<file path="config.mk">
export PLATFORM = sky130hd
export DESIGN_NAME = spc_socket_power
export DESIGN_NICKNAME = d
export VERILOG_FILES = /design/src/logic/spc_pkg.sv /design/src/logic/spc_cmd_if.sv /design/src/logic/spc_cmd_timer.sv /design/src/logic/spc_socket_power.sv
export VERILOG_INCLUDE_DIRS = /design/src /design/src/logic
export SDC_FILE = /design/constraint.sdc
export NUM_CORES = 1
export LEC_CHECK = 0
export ABC_AREA = 1
export BUFFER_PORTS_ARGS = -buffer_cell sky130_fd_sc_hd__clkbuf_2
export CORE_UTILIZATION = 45
export CTS_BUF_LIST = sky130_fd_sc_hd__clkbuf_8
export DETAILED_ROUTE_END_ITERATION = 10
export PLACE_DENSITY_LB_ADDON = 0.15
export SETUP_SLACK_MARGIN = 0.15
export SLEW_MARGIN = 15
export SYNTH_ARGS = -nofsm -noshare
export SYNTH_HDL_FRONTEND = slang
export SYNTH_SLANG_ARGS = --single-unit
</file>
<file path="constraint.sdc">
create_clock -name CLK -period 2.3 [get_ports CLK]
set_input_delay 0.23 -clock CLK [delete_from_list [all_inputs] [get_ports CLK]]
set_output_delay 0.23 -clock CLK [all_outputs]
set_load 0.02 [all_outputs]
</file>
<file path="src/logic/spc_map.svh">
// Offsets, field positions, reset values and counts of the socket power block
`ifndef SPC_MAP_SVH
`define SPC_MAP_SVH
`define SPC_PRESENT_STATE_OFS 12'h008
`define SPC_MODE_BIT          2
`define SPC_MODE_RST          1'b0
`define SPC_SYNC_RST          7'h0c
`define SPC_PS_CD1            0
`define SPC_PS_CD2            1
`define SPC_PS_CARD_IN        2
`define SPC_PS_CARD16         3
`define SPC_PS_CARD32         4
`define SPC_PS_V50            5
`define SPC_PS_V33            6
`define SPC_PS_VXX            7
`define SPC_PS_VYY            8
`define SPC_PS_RSVD           9
`define SPC_PS_VCC_LO         10
`define SPC_PS_VPP_LO         12
`define SPC_PS_MODE           14
`define SPC_PS_BUSY           15
`define SPC_PS_NACK           16
`define SPC_PS_RST            32'h0000_0000
`define SPC_CMD_BITS          8
`define SPC_SMB_SLOTS         5'h12
`define SPC_SMB_ACK0          5'h08
`define SPC_SMB_ACK1          5'h11
`define SPC_STRAP_WAIT        2'h2
`define SPC_PIECES_8BIT       2'h3
`define SPC_PIECES_16BIT      2'h1
`endif

</file>
<file path="src/logic/spc_pkg.sv">
// Types shared by the socket power block
`default_nettype none
package spc_pkg;
  typedef enum logic [2:0] {LK_IDLE, LK_START, LK_SHIFT, LK_LATCH, LK_STOP} spc_link_st_t;
  typedef enum logic [1:0] {TM_IDLE, TM_SETUP, TM_ACTIVE, TM_RECOV} spc_tmr_st_t;
endpackage : spc_pkg
`default_nettype wire

</file>
<file path="src/logic/spc_cmd_if.sv">
// Carrier between the socket block and its command strobe timer
`default_nettype none
interface spc_cmd_if;
  logic             req;
  logic             set_sel;
  logic             is_io;
  logic             wide;
  logic [1:0][7:0]  t_setup;
  logic [1:0][7:0]  t_active;
  logic [1:0][7:0]  t_recov;
  logic             busy;
  logic             done;
  logic             mem_strobe_n;
  logic             io_strobe_n;
  logic [1:0]       cycle_idx;
  modport ctl (output req, set_sel, is_io, wide, t_setup, t_active, t_recov,
               input busy, done, mem_strobe_n, io_strobe_n, cycle_idx);
  modport tmr (input req, set_sel, is_io, wide, t_setup, t_active, t_recov,
               output busy, done, mem_strobe_n, io_strobe_n, cycle_idx);
endinterface : spc_cmd_if
`default_nettype wire

</file>
<file path="src/logic/spc_cmd_timer.sv">
// Three-phase card command strobe timer with bus sizing
`include "spc_map.svh"
`default_nettype none
module spc_cmd_timer (
  input  wire logic  clk,
  input  wire logic  resetn,
  spc_cmd_if.tmr     bus
);
  spc_pkg::spc_tmr_st_t st_r, st_nxt;
  logic [7:0] cnt_r, cnt_nxt;
  logic [1:0] piece_r, piece_nxt;
  logic [1:0] last_r, last_nxt;
  logic       sel_r, sel_nxt;
  logic       io_r, io_nxt;
  logic       mem_n_r, mem_n_nxt;
  logic       io_n_r, io_n_nxt;
  logic       done_r, done_nxt;
  logic       busy_r, busy_nxt;

  // ****************************************
  // Phase sequencer
  // ****************************************
  always_comb begin
    st_nxt = st_r;
    cnt_nxt = cnt_r;
    piece_nxt = piece_r;
    last_nxt = last_r;
    sel_nxt = sel_r;
    io_nxt = io_r;
    mem_n_nxt = 1'b1;
    io_n_nxt = 1'b1;
    done_nxt = 1'b0;
    unique case (st_r)
      spc_pkg::TM_IDLE: begin
        if (bus.req) begin
          sel_nxt = bus.set_sel;
          io_nxt = bus.is_io;
          last_nxt = bus.wide ? `SPC_PIECES_16BIT : `SPC_PIECES_8BIT;
          piece_nxt = 2'h0;
          cnt_nxt = bus.t_setup[bus.set_sel];
          st_nxt = spc_pkg::TM_SETUP;
        end
      end
      spc_pkg::TM_SETUP: begin
        if (cnt_r == 8'h00) begin
          cnt_nxt = bus.t_active[sel_r];
          mem_n_nxt = io_r;
          io_n_nxt = !io_r;
          st_nxt = spc_pkg::TM_ACTIVE;
        end else begin
          cnt_nxt = cnt_r - 8'h01;
        end
      end
      spc_pkg::TM_ACTIVE: begin
        mem_n_nxt = io_r;
        io_n_nxt = !io_r;
        if (cnt_r == 8'h00) begin
          mem_n_nxt = 1'b1;
          io_n_nxt = 1'b1;
          cnt_nxt = bus.t_recov[sel_r];
          st_nxt = spc_pkg::TM_RECOV;
        end else begin
          cnt_nxt = cnt_r - 8'h01;
        end
      end
      spc_pkg::TM_RECOV: begin
        if (cnt_r != 8'h00) begin
          cnt_nxt = cnt_r - 8'h01;
        end else if (piece_r == last_r) begin
          done_nxt = 1'b1;
          st_nxt = spc_pkg::TM_IDLE;
        end else begin
          piece_nxt = piece_r + 2'h1;
          cnt_nxt = bus.t_setup[sel_r];
          st_nxt = spc_pkg::TM_SETUP;
        end
      end
    endcase
    busy_nxt = (st_nxt != spc_pkg::TM_IDLE);
  end

  always_ff @(posedge clk or negedge resetn) begin
    if (!resetn) begin
      st_r <= spc_pkg::TM_IDLE;
      cnt_r <= 8'h00;
      piece_r <= 2'h0;
      last_r <= 2'h0;
      sel_r <= 1'b0;
      io_r <= 1'b0;
      mem_n_r <= 1'b1;
      io_n_r <= 1'b1;
      done_r <= 1'b0;
      busy_r <= 1'b0;
    end else begin
      st_r <= st_nxt;
      cnt_r <= cnt_nxt;
      piece_r <= piece_nxt;
      last_r <= last_nxt;
      sel_r <= sel_nxt;
      io_r <= io_nxt;
      mem_n_r <= mem_n_nxt;
      io_n_r <= io_n_nxt;
      done_r <= done_nxt;
      busy_r <= busy_nxt;
    end
  end

  assign bus.mem_strobe_n = mem_n_r;
  assign bus.io_strobe_n = io_n_r;
  assign bus.cycle_idx = piece_r;
  assign bus.done = done_r;
  assign bus.busy = busy_r;
endmodule : spc_cmd_timer
`default_nettype wire

</file>
<file path="src/logic/spc_socket_power.sv">
// Socket power switch link, card sensing and command timing for one socket
`include "spc_map.svh"
`default_nettype none
module spc_socket_power #(
  parameter int         CMD_BITS = `SPC_CMD_BITS,
  // Arbitrary switch address, set to match the board
  parameter logic [6:0] SMB_ADDR = 7'h2a
) (
  input  wire logic        CLK,
  input  wire logic        RESETN,
  input  wire logic        SCLK,
  input  wire logic        PIN_LATCH_I,
  output logic             PIN_LATCH_O,
  output logic             PIN_LATCH_OE,
  input  wire logic        PIN_DATA_I,
  output logic             PIN_DATA_O,
  output logic             PIN_DATA_OE,
  input  wire logic        CARD_DETECT_ONE_N,
  input  wire logic        CARD_DETECT_TWO_N,
  input  wire logic        VOLT_SENSE_ONE,
  input  wire logic        VOLT_SENSE_TWO,
  input  wire logic        MODE_WR,
  input  wire logic        MODE_WR_BIT,
  input  wire logic        PWR_REQ,
  input  wire logic [1:0]  PWR_VCC,
  input  wire logic [1:0]  PWR_VPP,
  input  wire logic        DETECT_IRQ_EN,
  input  wire logic        REMOVAL_IRQ_EN,
  output logic             DETECT_IRQ,
  output logic             REMOVAL_IRQ,
  output logic [31:0]      PRESENT_STATE,
  input  wire logic        ACC_REQ,
  input  wire logic        ACC_SET_SEL,
  input  wire logic        ACC_IS_IO,
  input  wire logic        ACC_CARD16,
  input  wire logic        ATA_MODE,
  input  wire logic [7:0]  T0_SETUP,
  input  wire logic [7:0]  T0_ACTIVE,
  input  wire logic [7:0]  T0_RECOV,
  input  wire logic [7:0]  T1_SETUP,
  input  wire logic [7:0]  T1_ACTIVE,
  input  wire logic [7:0]  T1_RECOV,
  output logic             ACC_BUSY,
  output logic             ACC_DONE,
  output logic             MEM_STROBE_N,
  output logic             IO_STROBE_N,
  output logic [1:0]       CARD_CYCLE_IDX
);
  // ****************************************
  // Pin synchronisers
  // ****************************************
  logic [6:0] meta_r;
  logic [6:0] sync_r;
  logic       sclk_d_r;
  always_ff @(posedge CLK or negedge RESETN) begin
    if (!RESETN) begin
      // Detects start released, so no false removal or event follows reset
      meta_r <= `SPC_SYNC_RST;
      sync_r <= `SPC_SYNC_RST;
      sclk_d_r <= 1'b0;
    end else begin
      meta_r <= {SCLK, PIN_LATCH_I, PIN_DATA_I, CARD_DETECT_TWO_N, CARD_DETECT_ONE_N,
                 VOLT_SENSE_TWO, VOLT_SENSE_ONE};
      sync_r <= meta_r;
      sclk_d_r <= sync_r[6];
    end
  end
  logic       sclk_rise, sclk_fall, tick;
  logic [1:0] cd_n, vs;
  assign sclk_rise = sync_r[6] && !sclk_d_r;
  assign sclk_fall = !sync_r[6] && sclk_d_r;
  // SMBus steps after the start are paced by either slow clock edge
  assign tick = sclk_rise || sclk_fall;
  assign cd_n = sync_r[3:2];
  assign vs = sync_r[1:0];

  // ****************************************
  // Mode strap and override
  // ****************************************
  logic [1:0] strap_cnt_r, strap_cnt_nxt;
  logic       strap_done_r, strap_done_nxt;
  logic       mode_r, mode_nxt;
  always_comb begin
    strap_cnt_nxt = strap_cnt_r;
    strap_done_nxt = strap_done_r;
    mode_nxt = mode_r;
    // strap caught once the synchroniser has filled
    if (!strap_done_r) begin
      if (strap_cnt_r == `SPC_STRAP_WAIT) begin
        mode_nxt = sync_r[5];
        strap_done_nxt = 1'b1;
      end else begin
        strap_cnt_nxt = strap_cnt_r + 2'h1;
      end
    end
    // bit 0 selects three-wire, 1 selects SMBus
    if (MODE_WR) begin
      mode_nxt = MODE_WR_BIT;
    end
  end
  always_ff @(posedge CLK or negedge RESETN) begin
    if (!RESETN) begin
      strap_cnt_r <= 2'h0;
      strap_done_r <= 1'b0;
      mode_r <= `SPC_MODE_RST;
    end else begin
      strap_cnt_r <= strap_cnt_nxt;
      strap_done_r <= strap_done_nxt;
      mode_r <= mode_nxt;
    end
  end

  // ****************************************
  // Card sensing and socket power
  // ****************************************
  logic        card16, card32, card_in, removal, det_chg;
  logic [1:0]  cd_prev_r;
  logic        card_in_r, card_in_nxt;
  logic [1:0]  vcc_r, vcc_nxt, vpp_r, vpp_nxt;
  logic        det_irq_r, det_irq_nxt, rem_irq_r, rem_irq_nxt;
  logic [31:0] ps_r, ps_nxt;
  logic        link_busy, nack_r;
  spc_pkg::spc_link_st_t st_r;
  // both detects low is a 16-bit card, one low a cross-strapped 32-bit card
  // low-voltage key assumed, so 32-bit cards are accepted
  assign card16 = (cd_n == 2'b00);
  assign card32 = (cd_n == 2'b01) || (cd_n == 2'b10);
  assign card_in = card16 || card32;
  assign removal = card_in_r && !card_in;
  assign det_chg = (cd_n != cd_prev_r);
  assign link_busy = (st_r != spc_pkg::LK_IDLE);
  always_comb begin
    card_in_nxt = card_in;
    vcc_nxt = vcc_r;
    vpp_nxt = vpp_r;
    if (!card_in) begin
      vcc_nxt = 2'h0;
      vpp_nxt = 2'h0;
    end else if (PWR_REQ) begin
      vcc_nxt = PWR_VCC;
      vpp_nxt = PWR_VPP;
    end
    det_irq_nxt = det_chg && DETECT_IRQ_EN;
    rem_irq_nxt = removal && REMOVAL_IRQ_EN;
    ps_nxt = `SPC_PS_RST;
    ps_nxt[`SPC_PS_CD1] = cd_n[0];
    ps_nxt[`SPC_PS_CD2] = cd_n[1];
    ps_nxt[`SPC_PS_CARD_IN] = card_in;
    ps_nxt[`SPC_PS_CARD16] = card16;
    ps_nxt[`SPC_PS_CARD32] = card32;
    ps_nxt[`SPC_PS_V50] = card16 && vs == 2'b11;
    ps_nxt[`SPC_PS_V33] = (card16 && vs == 2'b00) || card32;
    ps_nxt[`SPC_PS_VXX] = card16 && vs == 2'b01;
    ps_nxt[`SPC_PS_VYY] = card32 && vs == 2'b10;
    ps_nxt[`SPC_PS_RSVD] = card16 && vs == 2'b10;
    ps_nxt[`SPC_PS_VCC_LO +: 2] = vcc_nxt;
    ps_nxt[`SPC_PS_VPP_LO +: 2] = vpp_nxt;
    ps_nxt[`SPC_PS_MODE] = mode_r;
    ps_nxt[`SPC_PS_BUSY] = link_busy;
    ps_nxt[`SPC_PS_NACK] = nack_r;
  end
  always_ff @(posedge CLK or negedge RESETN) begin
    if (!RESETN) begin
      cd_prev_r <= 2'b11;
      card_in_r <= 1'b0;
      vcc_r <= 2'h0;
      vpp_r <= 2'h0;
      det_irq_r <= 1'b0;
      rem_irq_r <= 1'b0;
      ps_r <= `SPC_PS_RST;
    end else begin
      cd_prev_r <= cd_n;
      card_in_r <= card_in_nxt;
      vcc_r <= vcc_nxt;
      vpp_r <= vpp_nxt;
      det_irq_r <= det_irq_nxt;
      rem_irq_r <= rem_irq_nxt;
      ps_r <= ps_nxt;
    end
  end

  // ****************************************
  // Power switch link
  // ****************************************
  logic [17:0] sh_r, sh_nxt;
  logic [4:0]  cnt_r, cnt_nxt;
  logic        ph_r, ph_nxt, pend_r, pend_nxt, nack_nxt;
  logic [7:0]  pcmd_r, pcmd_nxt;
  logic        lo_r, lo_nxt, loe_r, loe_nxt, do_r, do_nxt, doe_r, doe_nxt;
  logic        ack_slot;
  spc_pkg::spc_link_st_t st_nxt;
  assign ack_slot = (cnt_r == `SPC_SMB_ACK0) || (cnt_r == `SPC_SMB_ACK1);
  always_comb begin
    st_nxt = st_r;
    sh_nxt = sh_r;
    cnt_nxt = cnt_r;
    ph_nxt = ph_r;
    pend_nxt = pend_r;
    pcmd_nxt = pcmd_r;
    nack_nxt = nack_r;
    lo_nxt = lo_r;
    loe_nxt = loe_r;
    do_nxt = do_r;
    doe_nxt = doe_r;
    if (!strap_done_r) begin
      // Latch pin is the strap until it has been caught
      loe_nxt = 1'b0;
      doe_nxt = 1'b0;
    end else begin
      unique case (st_r)
        spc_pkg::LK_IDLE: begin
          lo_nxt = 1'b0;
          do_nxt = 1'b0;
          loe_nxt = !mode_r;
          doe_nxt = !mode_r;
          // start only from idle, after any latch pulse
          if (pend_r) begin
            pend_nxt = 1'b0;
            cnt_nxt = 5'h00;
            ph_nxt = 1'b0;
            if (mode_r) begin
              nack_nxt = 1'b0;
              sh_nxt = {SMB_ADDR, 1'b0, 1'b1, pcmd_r, 1'b1};
              st_nxt = spc_pkg::LK_START;
            end else begin
              sh_nxt = {pcmd_r, 10'h000};
              st_nxt = spc_pkg::LK_SHIFT;
            end
          end
        end
        spc_pkg::LK_START: begin
          // data falls while clock is released
          if (tick) begin
            doe_nxt = 1'b1;
            st_nxt = spc_pkg::LK_SHIFT;
          end
        end
        spc_pkg::LK_SHIFT: begin
          if (mode_r) begin
            // open-drain bit slots, acks left released
            if (tick && !ph_r) begin
              loe_nxt = 1'b1;
              doe_nxt = !sh_r[17] && !ack_slot;
              ph_nxt = 1'b1;
            end else if (tick) begin
              loe_nxt = 1'b0;
              ph_nxt = 1'b0;
              nack_nxt = nack_r || (ack_slot && sync_r[4]);
              sh_nxt = {sh_r[16:0], 1'b0};
              cnt_nxt = cnt_r + 5'h01;
              if (cnt_r == `SPC_SMB_SLOTS - 5'h01) begin
                st_nxt = spc_pkg::LK_STOP;
              end
            end
          // the switch shifts on rising slow clock, bits change on falling
          end else if (sclk_fall) begin
            if (cnt_r == 5'(CMD_BITS)) begin
              lo_nxt = 1'b1;
              st_nxt = spc_pkg::LK_LATCH;
            end else begin
              do_nxt = sh_r[17];
              sh_nxt = {sh_r[16:0], 1'b0};
              cnt_nxt = cnt_r + 5'h01;
            end
          end
        end
        spc_pkg::LK_LATCH: begin
          if (sclk_fall) begin
            lo_nxt = 1'b0;
            st_nxt = spc_pkg::LK_IDLE;
          end
        end
        spc_pkg::LK_STOP: begin
          if (tick && !ph_r) begin
            loe_nxt = 1'b1;
            doe_nxt = 1'b1;
            ph_nxt = 1'b1;
          end else if (tick && loe_r) begin
            loe_nxt = 1'b0;
          end else if (tick) begin
            doe_nxt = 1'b0;
            ph_nxt = 1'b0;
            st_nxt = spc_pkg::LK_IDLE;
          end
        end
        default: st_nxt = spc_pkg::LK_IDLE;
      endcase
    end
    // removal queues an all-off command, winning over a host request
    // a request during a shift waits in the queue
    if (removal) begin
      pend_nxt = 1'b1;
      pcmd_nxt = 8'h00;
    end else if (PWR_REQ && card_in) begin
      pend_nxt = 1'b1;
      pcmd_nxt = {4'h0, PWR_VCC, PWR_VPP};
    end
  end
  always_ff @(posedge CLK or negedge RESETN) begin
    if (!RESETN) begin
      st_r <= spc_pkg::LK_IDLE;
      sh_r <= 18'h00000;
      cnt_r <= 5'h00;
      ph_r <= 1'b0;
      pend_r <= 1'b0;
      pcmd_r <= 8'h00;
      nack_r <= 1'b0;
      lo_r <= 1'b0;
      loe_r <= 1'b0;
      do_r <= 1'b0;
      doe_r <= 1'b0;
    end else begin
      st_r <= st_nxt;
      sh_r <= sh_nxt;
      cnt_r <= cnt_nxt;
      ph_r <= ph_nxt;
      pend_r <= pend_nxt;
      pcmd_r <= pcmd_nxt;
      nack_r <= nack_nxt;
      lo_r <= lo_nxt;
      loe_r <= loe_nxt;
      do_r <= do_nxt;
      doe_r <= doe_nxt;
    end
  end

  // ****************************************
  // Command strobe timing
  // ****************************************
  spc_cmd_if u_if ();
  // ATA drives run as 16-bit card cycles
  assign u_if.wide = ACC_CARD16 || ATA_MODE;
  assign u_if.req = ACC_REQ;
  assign u_if.set_sel = ACC_SET_SEL;
  assign u_if.is_io = ACC_IS_IO;
  assign u_if.t_setup = {T1_SETUP, T0_SETUP};
  assign u_if.t_active = {T1_ACTIVE, T0_ACTIVE};
  assign u_if.t_recov = {T1_RECOV, T0_RECOV};
  spc_cmd_timer u_tmr (
    .clk    (CLK),
    .resetn (RESETN),
    .bus    (u_if.tmr)
  );

  assign PIN_LATCH_O = lo_r;
  assign PIN_LATCH_OE = loe_r;
  assign PIN_DATA_O = do_r;
  assign PIN_DATA_OE = doe_r;
  assign DETECT_IRQ = det_irq_r;
  assign REMOVAL_IRQ = rem_irq_r;
  assign PRESENT_STATE = ps_r;
  assign ACC_BUSY = u_if.busy;
  assign ACC_DONE = u_if.done;
  assign MEM_STROBE_N = u_if.mem_strobe_n;
  assign IO_STROBE_N = u_if.io_strobe_n;
  assign CARD_CYCLE_IDX = u_if.cycle_idx;
endmodule : spc_socket_power
`default_nettype wire

</file>
==> results.py, run 1 <==
metrics = {
    "final_layout": {
        "antenna_cells": 0,
        "utilization": 0.542,
        "final_common_cell": "nand2_1",
        "final_layout_size_suffix_gt1_frac": 0.179,
        "nets": 911,
        "area_delta_synth_final_pct": 15.9,
        "final_cell_mix": "204 x nand2_1, 98 x clkbuf_2, 92 x inv_1",
    },
    "global_routing": {
        "antenna_found_initial": 0,
        "grt_max_degree": 46,
        "grt_overflow": 0,
        "track_usage": 0.216,
        "grt_pass1_vias": 4723,
        "grt_pass1_wl_mm": 21.6,
    },
    "setup_path": {
        "worst-path-stages": 12,
        "critPathLaunch": "sync_r[6]$_DFF_PN0_",
        "r2r_cells": 12,
        "rr_endpoint": "st_r[0]$_DFFE_PN0P_",
        "cpMaxStageDelayCell": "dfrtp_1",
        "r2r_start": "sync_r[6]$_DFF_PN0_",
        "crit_fanout": 6,
        "critPathMaxStageDelay_ns": 0.35,
        "cpLargestDelayFamily": "simple AND/OR/NAND/NOR gates",
        "endpoint_kind": "flop",
        "start_kind": "flop",
        "required_ns": 2.57,
        "crit_buf_inv": 3,
        "cp_cell_sequence": "inv_1 > ha_1 > inv_1 > ha_1 > nand2_1 > nand2_1 > inv_1 > nand2_1 > nor2_1 > nand2_1 > nand2_1 > nand2_1",
        "cp.arrival_ns": 2.22,
        "path_common_cell": "nand2_1",
        "worstSetupPathType": "flop to flop",
        "reg2reg_slack_ns": 0.35,
    },
    "timing": {
        "min_period_ns": 1.95,
        "setup_tns_ns": 0,
        "slew_viol_final": 0,
        "hold_violations": 0,
        "fmax_mhz": 513,
        "rsz0062_at_grt": "false",
        "max_slew.worst_pin.slew_ns": 0.570,
        "min_period_over_period": 0.848,
        "skew_ns": 0.0167,
        "setup_viol": 0,
        "slew_headroom": 0.620,
    },
    "yosys": {
        "ys_ff_latch": 97,
        "synth_top_area_frac": 0.414,
        "yosys_warnings": 0,
        "synth_top_area_cell": "dfrtp_1",
        "post_synth_main_area_contributors": "dfrtp_1 41%, nand2_1 14%, nand3_1 6.4%",
        "avgSynthCellArea_um2": 7.46,
        "synth_cell_types": 37,
        "yosysSeqAreaShare": 0.453,
        "syn_area_mm2": 0.00538,
        "syn_inst": 722,
    },
    "clock_tree": {
        "clk_pin_slew_ns": 0.10,
        "post_cts_buffers": 0,
        "numCtsBuffers": 9,
        "cts_tree": "built",
        "ctsRootBufferMaster": "clkbuf_8",
        "cts_buffer_depth": 2,
        "clock_sinks": 97,
        "h-tree-depth": 3,
        "clock_latency_ns": 0.38,
    },
    "placed_design": {
        "portBuffers": 99,
        "dpl.hpwl_mm": 9.15,
        "gp_congestion": 0.925,
    },
    "outcome": {
        "violations": "DRC",
        "outcome": "finished with violations",
    },
    "detailed_routing": {
        "drtIter0Drc": 373,
        "drt_first_pass_iters": 8,
        "vias": 4864,
        "wl_mm": 12.7,
        "route.detailed.drc": 7,
        "wl_per_cell_um": 13.0,
        "ant_nets": 0,
        "viasPerCell": 4.99,
    },
    "die": {
        "placementRows": 39,
        "die_area_mm2": 0.0124,
        "start_util": 0.468,
        "ios": 115,
        "die_y_um": 111,
        "chipWidth_um": 111,
        "coreArea_mm2": 0.0115,
    },
    "worst_hold_path": {
        "min_to": "REMOVAL_IRQ$_DFF_PN0_",
        "hold_class": "input port to flop",
        "hp-start": "REMOVAL_IRQ_EN",
        "hold_depth": 3,
    },
    "pwr": {
        "pwr_density_cell_mw_per_mm2": 1090,
        "p_leak_uw": 0.00339,
        "max-vdd-ir-drop_v": 0.000450,
    },
    "job": {
        "drv_cap": 0,
    },
}
[sequential cells by signal (all words and copies together) (netlist names), 3 cells and up]
register       count
st_r               3
meta_r             7
sync_r             7
PRESENT_STATE     15
sh_r              18
u_tmr.cnt_r        8
cnt_r              5
pcmd_r             4
[where the power goes]
part,switching [µW],internal (µW)
combinational,2250,1110
clock,628,395
sequential,303,2120
[per-layer routing]
metal / global-route usage / wire length (µm) / up-vias
li1: - / - / 2456
met1: 0.269 / 5520 / 2247
met2: 0.376 / 6280 / 137
met3: 0.0386 / 634 / 24
met4: 0.0802 / 264 / 0
met5: 0 / 0 / -
[final cells by class]
cell class	instances	area, µm²
clock inverter	7	50.0
fill	1127	5280
multi-input combinational	506	2420
clock buffer	9	124
tap	143	179
inverter	94	353
timing repair buffer	118	677
sequential	97	2440
[worst max path at each step]
| stage | slack (ns) | end |
|---|---|---|
| global placement | 0.39 | sh_r[7]$_DFFE_PN0P_ |
| global route | 0.18 | u_tmr.cnt_r[4]$_DFFE_PN0P_ |
| floorplan | 0.53 | cnt_r[4]$_DFFE_PN0P_ |
| finish | 0.35 | st_r[0]$_DFFE_PN0P_ |
| detailed placement | 0.29 | sh_r[17]$_DFFE_PN0P_ |
| CTS | 0.28 | sh_r[17]$_DFFE_PN0P_ |
[stage by stage]
stage	total power [µW]	cells	setup slack, ns	hold WS (ns)	area, µm²
finish	6810	974	0.350	0.0344	6240
global route	7430	974	0.181	0.0283	6240
CTS	6830	974	0.280	0.0129	6230
detailed placement	5780	950	0.294	0.270	5980
global placement	5700	950	0.385	0.260	5980
floorplan	4940	736	0.533	-0.0656	5440
[repair_timing]
action	CTS	global route
setup endpoints to repair	0	23
gates resized for setup	0	2
hold buffers	8	0
hold endpoints to repair	45	0
[cells by family after synthesis]
kind of cell,after synthesis,synth area share
simple gates,376,0.295
buf+inv,133,0.108
flops,97,0.453
compound gates,92,0.0957
fa+ha+maj,14,0.0325
xor+xnor,7,0.0114
mux,2,0.00372
other cells,1,0.000697
[tightest hold or removal path, delay by kind of cell]
| kind | cells | cell delay [ns] |
|---|---|---|
| buffers and inverters | 2 | 0.13 |
| and+or+nand+nor | 1 | 0.04 |
[synth_stat cells]
cell,number
o31ai_1,9
o21bai_1,1
nor2_2,3
a21oi_2,1
nor2_4,1
nand2_1,204
a31oi_1,1
conb_1,1
buf_4,17
o21ai_2,1
nor3_1,7
xor2_1,4
o21ai_0,48
a21oi_1,20
ha_1,14
dfrtp_1,89
or2_2,5
nand4_1,2
o211ai_1,2
mux2i_1,2
nand2_2,1
clkbuf_1,11
o21ai_1,1
a21boi_0,1
nand3_1,69
nand3b_1,9
clkinv_1,1
o2111ai_1,2
inv_1,90
nor2_1,73
dfstp_2,8
buf_2,10
xnor2_1,3
buf_6,1
o22ai_1,5
nand3_2,2
inv_2,3
(Power assumes the default switching activity.)
==> inputs of run 2 (changes only) <==
clock period = 1.6 ns   (was 2.3 ns; I/O delays follow)
==> run 2 against run 1 <==
Effect of this change: the run ends with DRC, setup timing left; worst setup slack worse by 0.38 ns; critical path type unchanged; first-iteration DRC count down 7.5%; global-route usage up 2.8 points; register-to-register slack worse by 0.38 ns.
==> results.py, run 2 (synthesized netlist as in run 1, its figures left out) <==
metrics = {
    "outcome": {
        "outcome": "finished with violations",
        "violations": "DRC, setup timing",
    },
    "clock_tree": {
        "clock_sinks": 97,
        "clock_latency_ns": 0.38,
        "clk_pin_slew_ns": 0.10,
        "cts_tree": "built",
        "ctsRootBufferMaster": "clkbuf_8",
        "h-tree-depth": 3,
        "cts_buffer_depth": 2,
        "numCtsBuffers": 9,
    },
    "placed_design": {
        "dpl.cell_count": 1001,
        "gp_congestion": 0.917,
        "dpl.hpwl_mm": 10.5,
        "portBuffers": 99,
        "pre_cts_ws_ns": -0.0944,
    },
    "setup_path": {
        "required_ns": 1.87,
        "rr_endpoint": "sh_r[5]$_DFFE_PN0P_",
        "cpLargestDelayFamily": "adder cells",
        "start_kind": "flop",
        "cp.arrival_ns": 1.90,
        "r2r_cells": 11,
        "cp-endpoint": "sh_r[5]$_DFFE_PN0P_",
        "cp_cell_sequence": "inv_2 > ha_4 > inv_4 > ha_4 > nand2_2 > o21ai_2 > nor2_4 > nand2_2 > buf_8 > nand2_1 > nand2_1",
        "worst-path-stages": 11,
        "cpMaxStageDelayCell": "dfrtp_1",
        "critPathMaxStageDelay_ns": 0.37,
        "endpoint_kind": "flop",
        "critPathLaunch": "sync_r[6]$_DFF_PN0_",
        "crit_fanout": 13,
        "reg2reg_slack_ns": -0.03,
        "r2r_start": "sync_r[6]$_DFF_PN0_",
        "worstSetupPathType": "flop to flop",
        "crit_buf_inv": 3,
    },
    "pwr": {
        "max-vdd-ir-drop_v": 0.000765,
        "p_leak_uw": 0.00392,
        "pwr_density_cell_mw_per_mm2": 1660,
    },
    "timing": {
        "slew_viol_final": 0,
        "finalWorstSetupSlack_ns": -0.0297,
        "min_period_over_period": 1.02,
        "setup_viol": 24,
        "fmax_mhz": 614,
        "hold_violations": 0,
        "skew_ns": 0.0121,
        "setup_tns_ns": -0.371,
        "min_period_ns": 1.63,
        "rsz0062_at_grt": "true",
    },
    "final_layout": {
        "nFillCells": 965,
        "nets": 1000,
        "final_common_cell": "nand2_1",
        "area_delta_synth_final_pct": 38.8,
        "final_layout_size_suffix_gt1_frac": 0.367,
        "regMostFlops": "sh_r",
        "final_cell_mix": "182 x nand2_1, 98 x clkbuf_2, 86 x dfrtp_1",
        "antenna_cells": 0,
        "largest_reg_flops": 18,
        "fin_cells": 1063,
    },
    "die": {
        "placementRows": 39,
        "die_area_mm2": 0.0124,
        "coreArea_mm2": 0.0115,
        "die_y_um": 111,
        "chipWidth_um": 111,
        "start_util": 0.468,
        "ios": 115,
    },
    "worst_hold_path": {
        "hold_class": "input port to flop",
    },
    "detailed_routing": {
        "viasPerCell": 5.02,
        "drt_first_pass_iters": 10,
        "vias": 5335,
        "route.detailed.drc": 8,
        "wl_mm": 14.5,
        "wl_per_cell_um": 13.7,
        "drtIter0Drc": 345,
        "ant_nets": 0,
    },
    "global_routing": {
        "track_usage": 0.244,
        "grt_pass1_wl_mm": 24.1,
        "grt_max_degree": 31,
        "grt_overflow": 0,
        "grt_pass1_vias": 5239,
        "antenna_found_initial": 0,
    },
    "job": {
        "drv_cap": 0,
    },
}
-- run 2: how the worst min path moves through the flow --
stage / startpoint / end / slack (ns) / depth (start not counted)
floorplan: RESETN / DETECT_IRQ$_DFF_PN0_ / -0.14 / 0
global placement: RESETN / meta_r[6]$_DFF_PN0_ / 0.10 / 1
detailed placement: RESETN / sync_r[5]$_DFF_PN0_ / 0.11 / 1
CTS: PWR_VCC[0] / pcmd_r[2]$_DFFE_PN0P_ / 0.04 / 3
global route: PWR_VCC[0] / pcmd_r[2]$_DFFE_PN0P_ / 0.03 / 3
finish: PWR_VPP[1] / PRESENT_STATE[13]$_DFFE_PN0P_ / 0.05 / 3
-- run 2: timing repair --
| action | 4_1_cts | 5_1_grt |
|---|---|---|
| hold endpoints to repair | 37 | 0 |
| setup endpoints to repair | 45 | 53 |
| hold buffers | 13 | 0 |
| resized for setup | 101 | 64 |
| pin swaps | 36 | 33 |
| setup buffers | 14 | 18 |
| cloned | 1 | 0 |
-- run 2: worst min-delay path, stage by stage --
cell,delay [ns]
clkbuf_2,0.08
inv_1,0.07
o21ai_0,0.08
-- run 2: final cells by class --
cell class | count | area [µm²] | area share
sequential | 97 | 2440 | 0.327
inverter | 94 | 370 | 0.0495
timing repair inverter | 1 | 6.26 | 0.000837
tap | 143 | 179 | 0.0239
clock inverter | 7 | 70.1 | 0.00937
timing repair buffer | 206 | 1430 | 0.191
clock buffer | 9 | 124 | 0.0166
multi-input combinational | 506 | 2860 | 0.382
-- run 2: layer usage --
metal | track usage | wire [µm]
met5 | 0 | 0
met4 | 0.0892 | 355
met3 | 0.0457 | 546
met2 | 0.435 | 7460
met1 | 0.293 | 6170
-- run 2: report_power, final --
group / switching [µW] / internal, µW / leakage [µW] / total (µW)
Clock: 947 / 611 / 0.000101 / 1560
Sequential: 434 / 3060 / 0.00120 / 3490
Combinational: 4240 / 3150 / 0.00262 / 7390
Total: 5630 / 6820 / 0.00392 / 12400
-- run 2: through the flow --
stage	cell area, µm²	total power [µW]	hold WS (ns)	util
finish	7470	12400	0.0454	0.649
global route	7470	13400	0.0313	0.649
CTS	7150	11700	0.0374	0.620
detailed placement	6420	9150	0.114	0.557
global placement	6420	9030	0.105	0.557
floorplan	5500	7230	-0.136	-
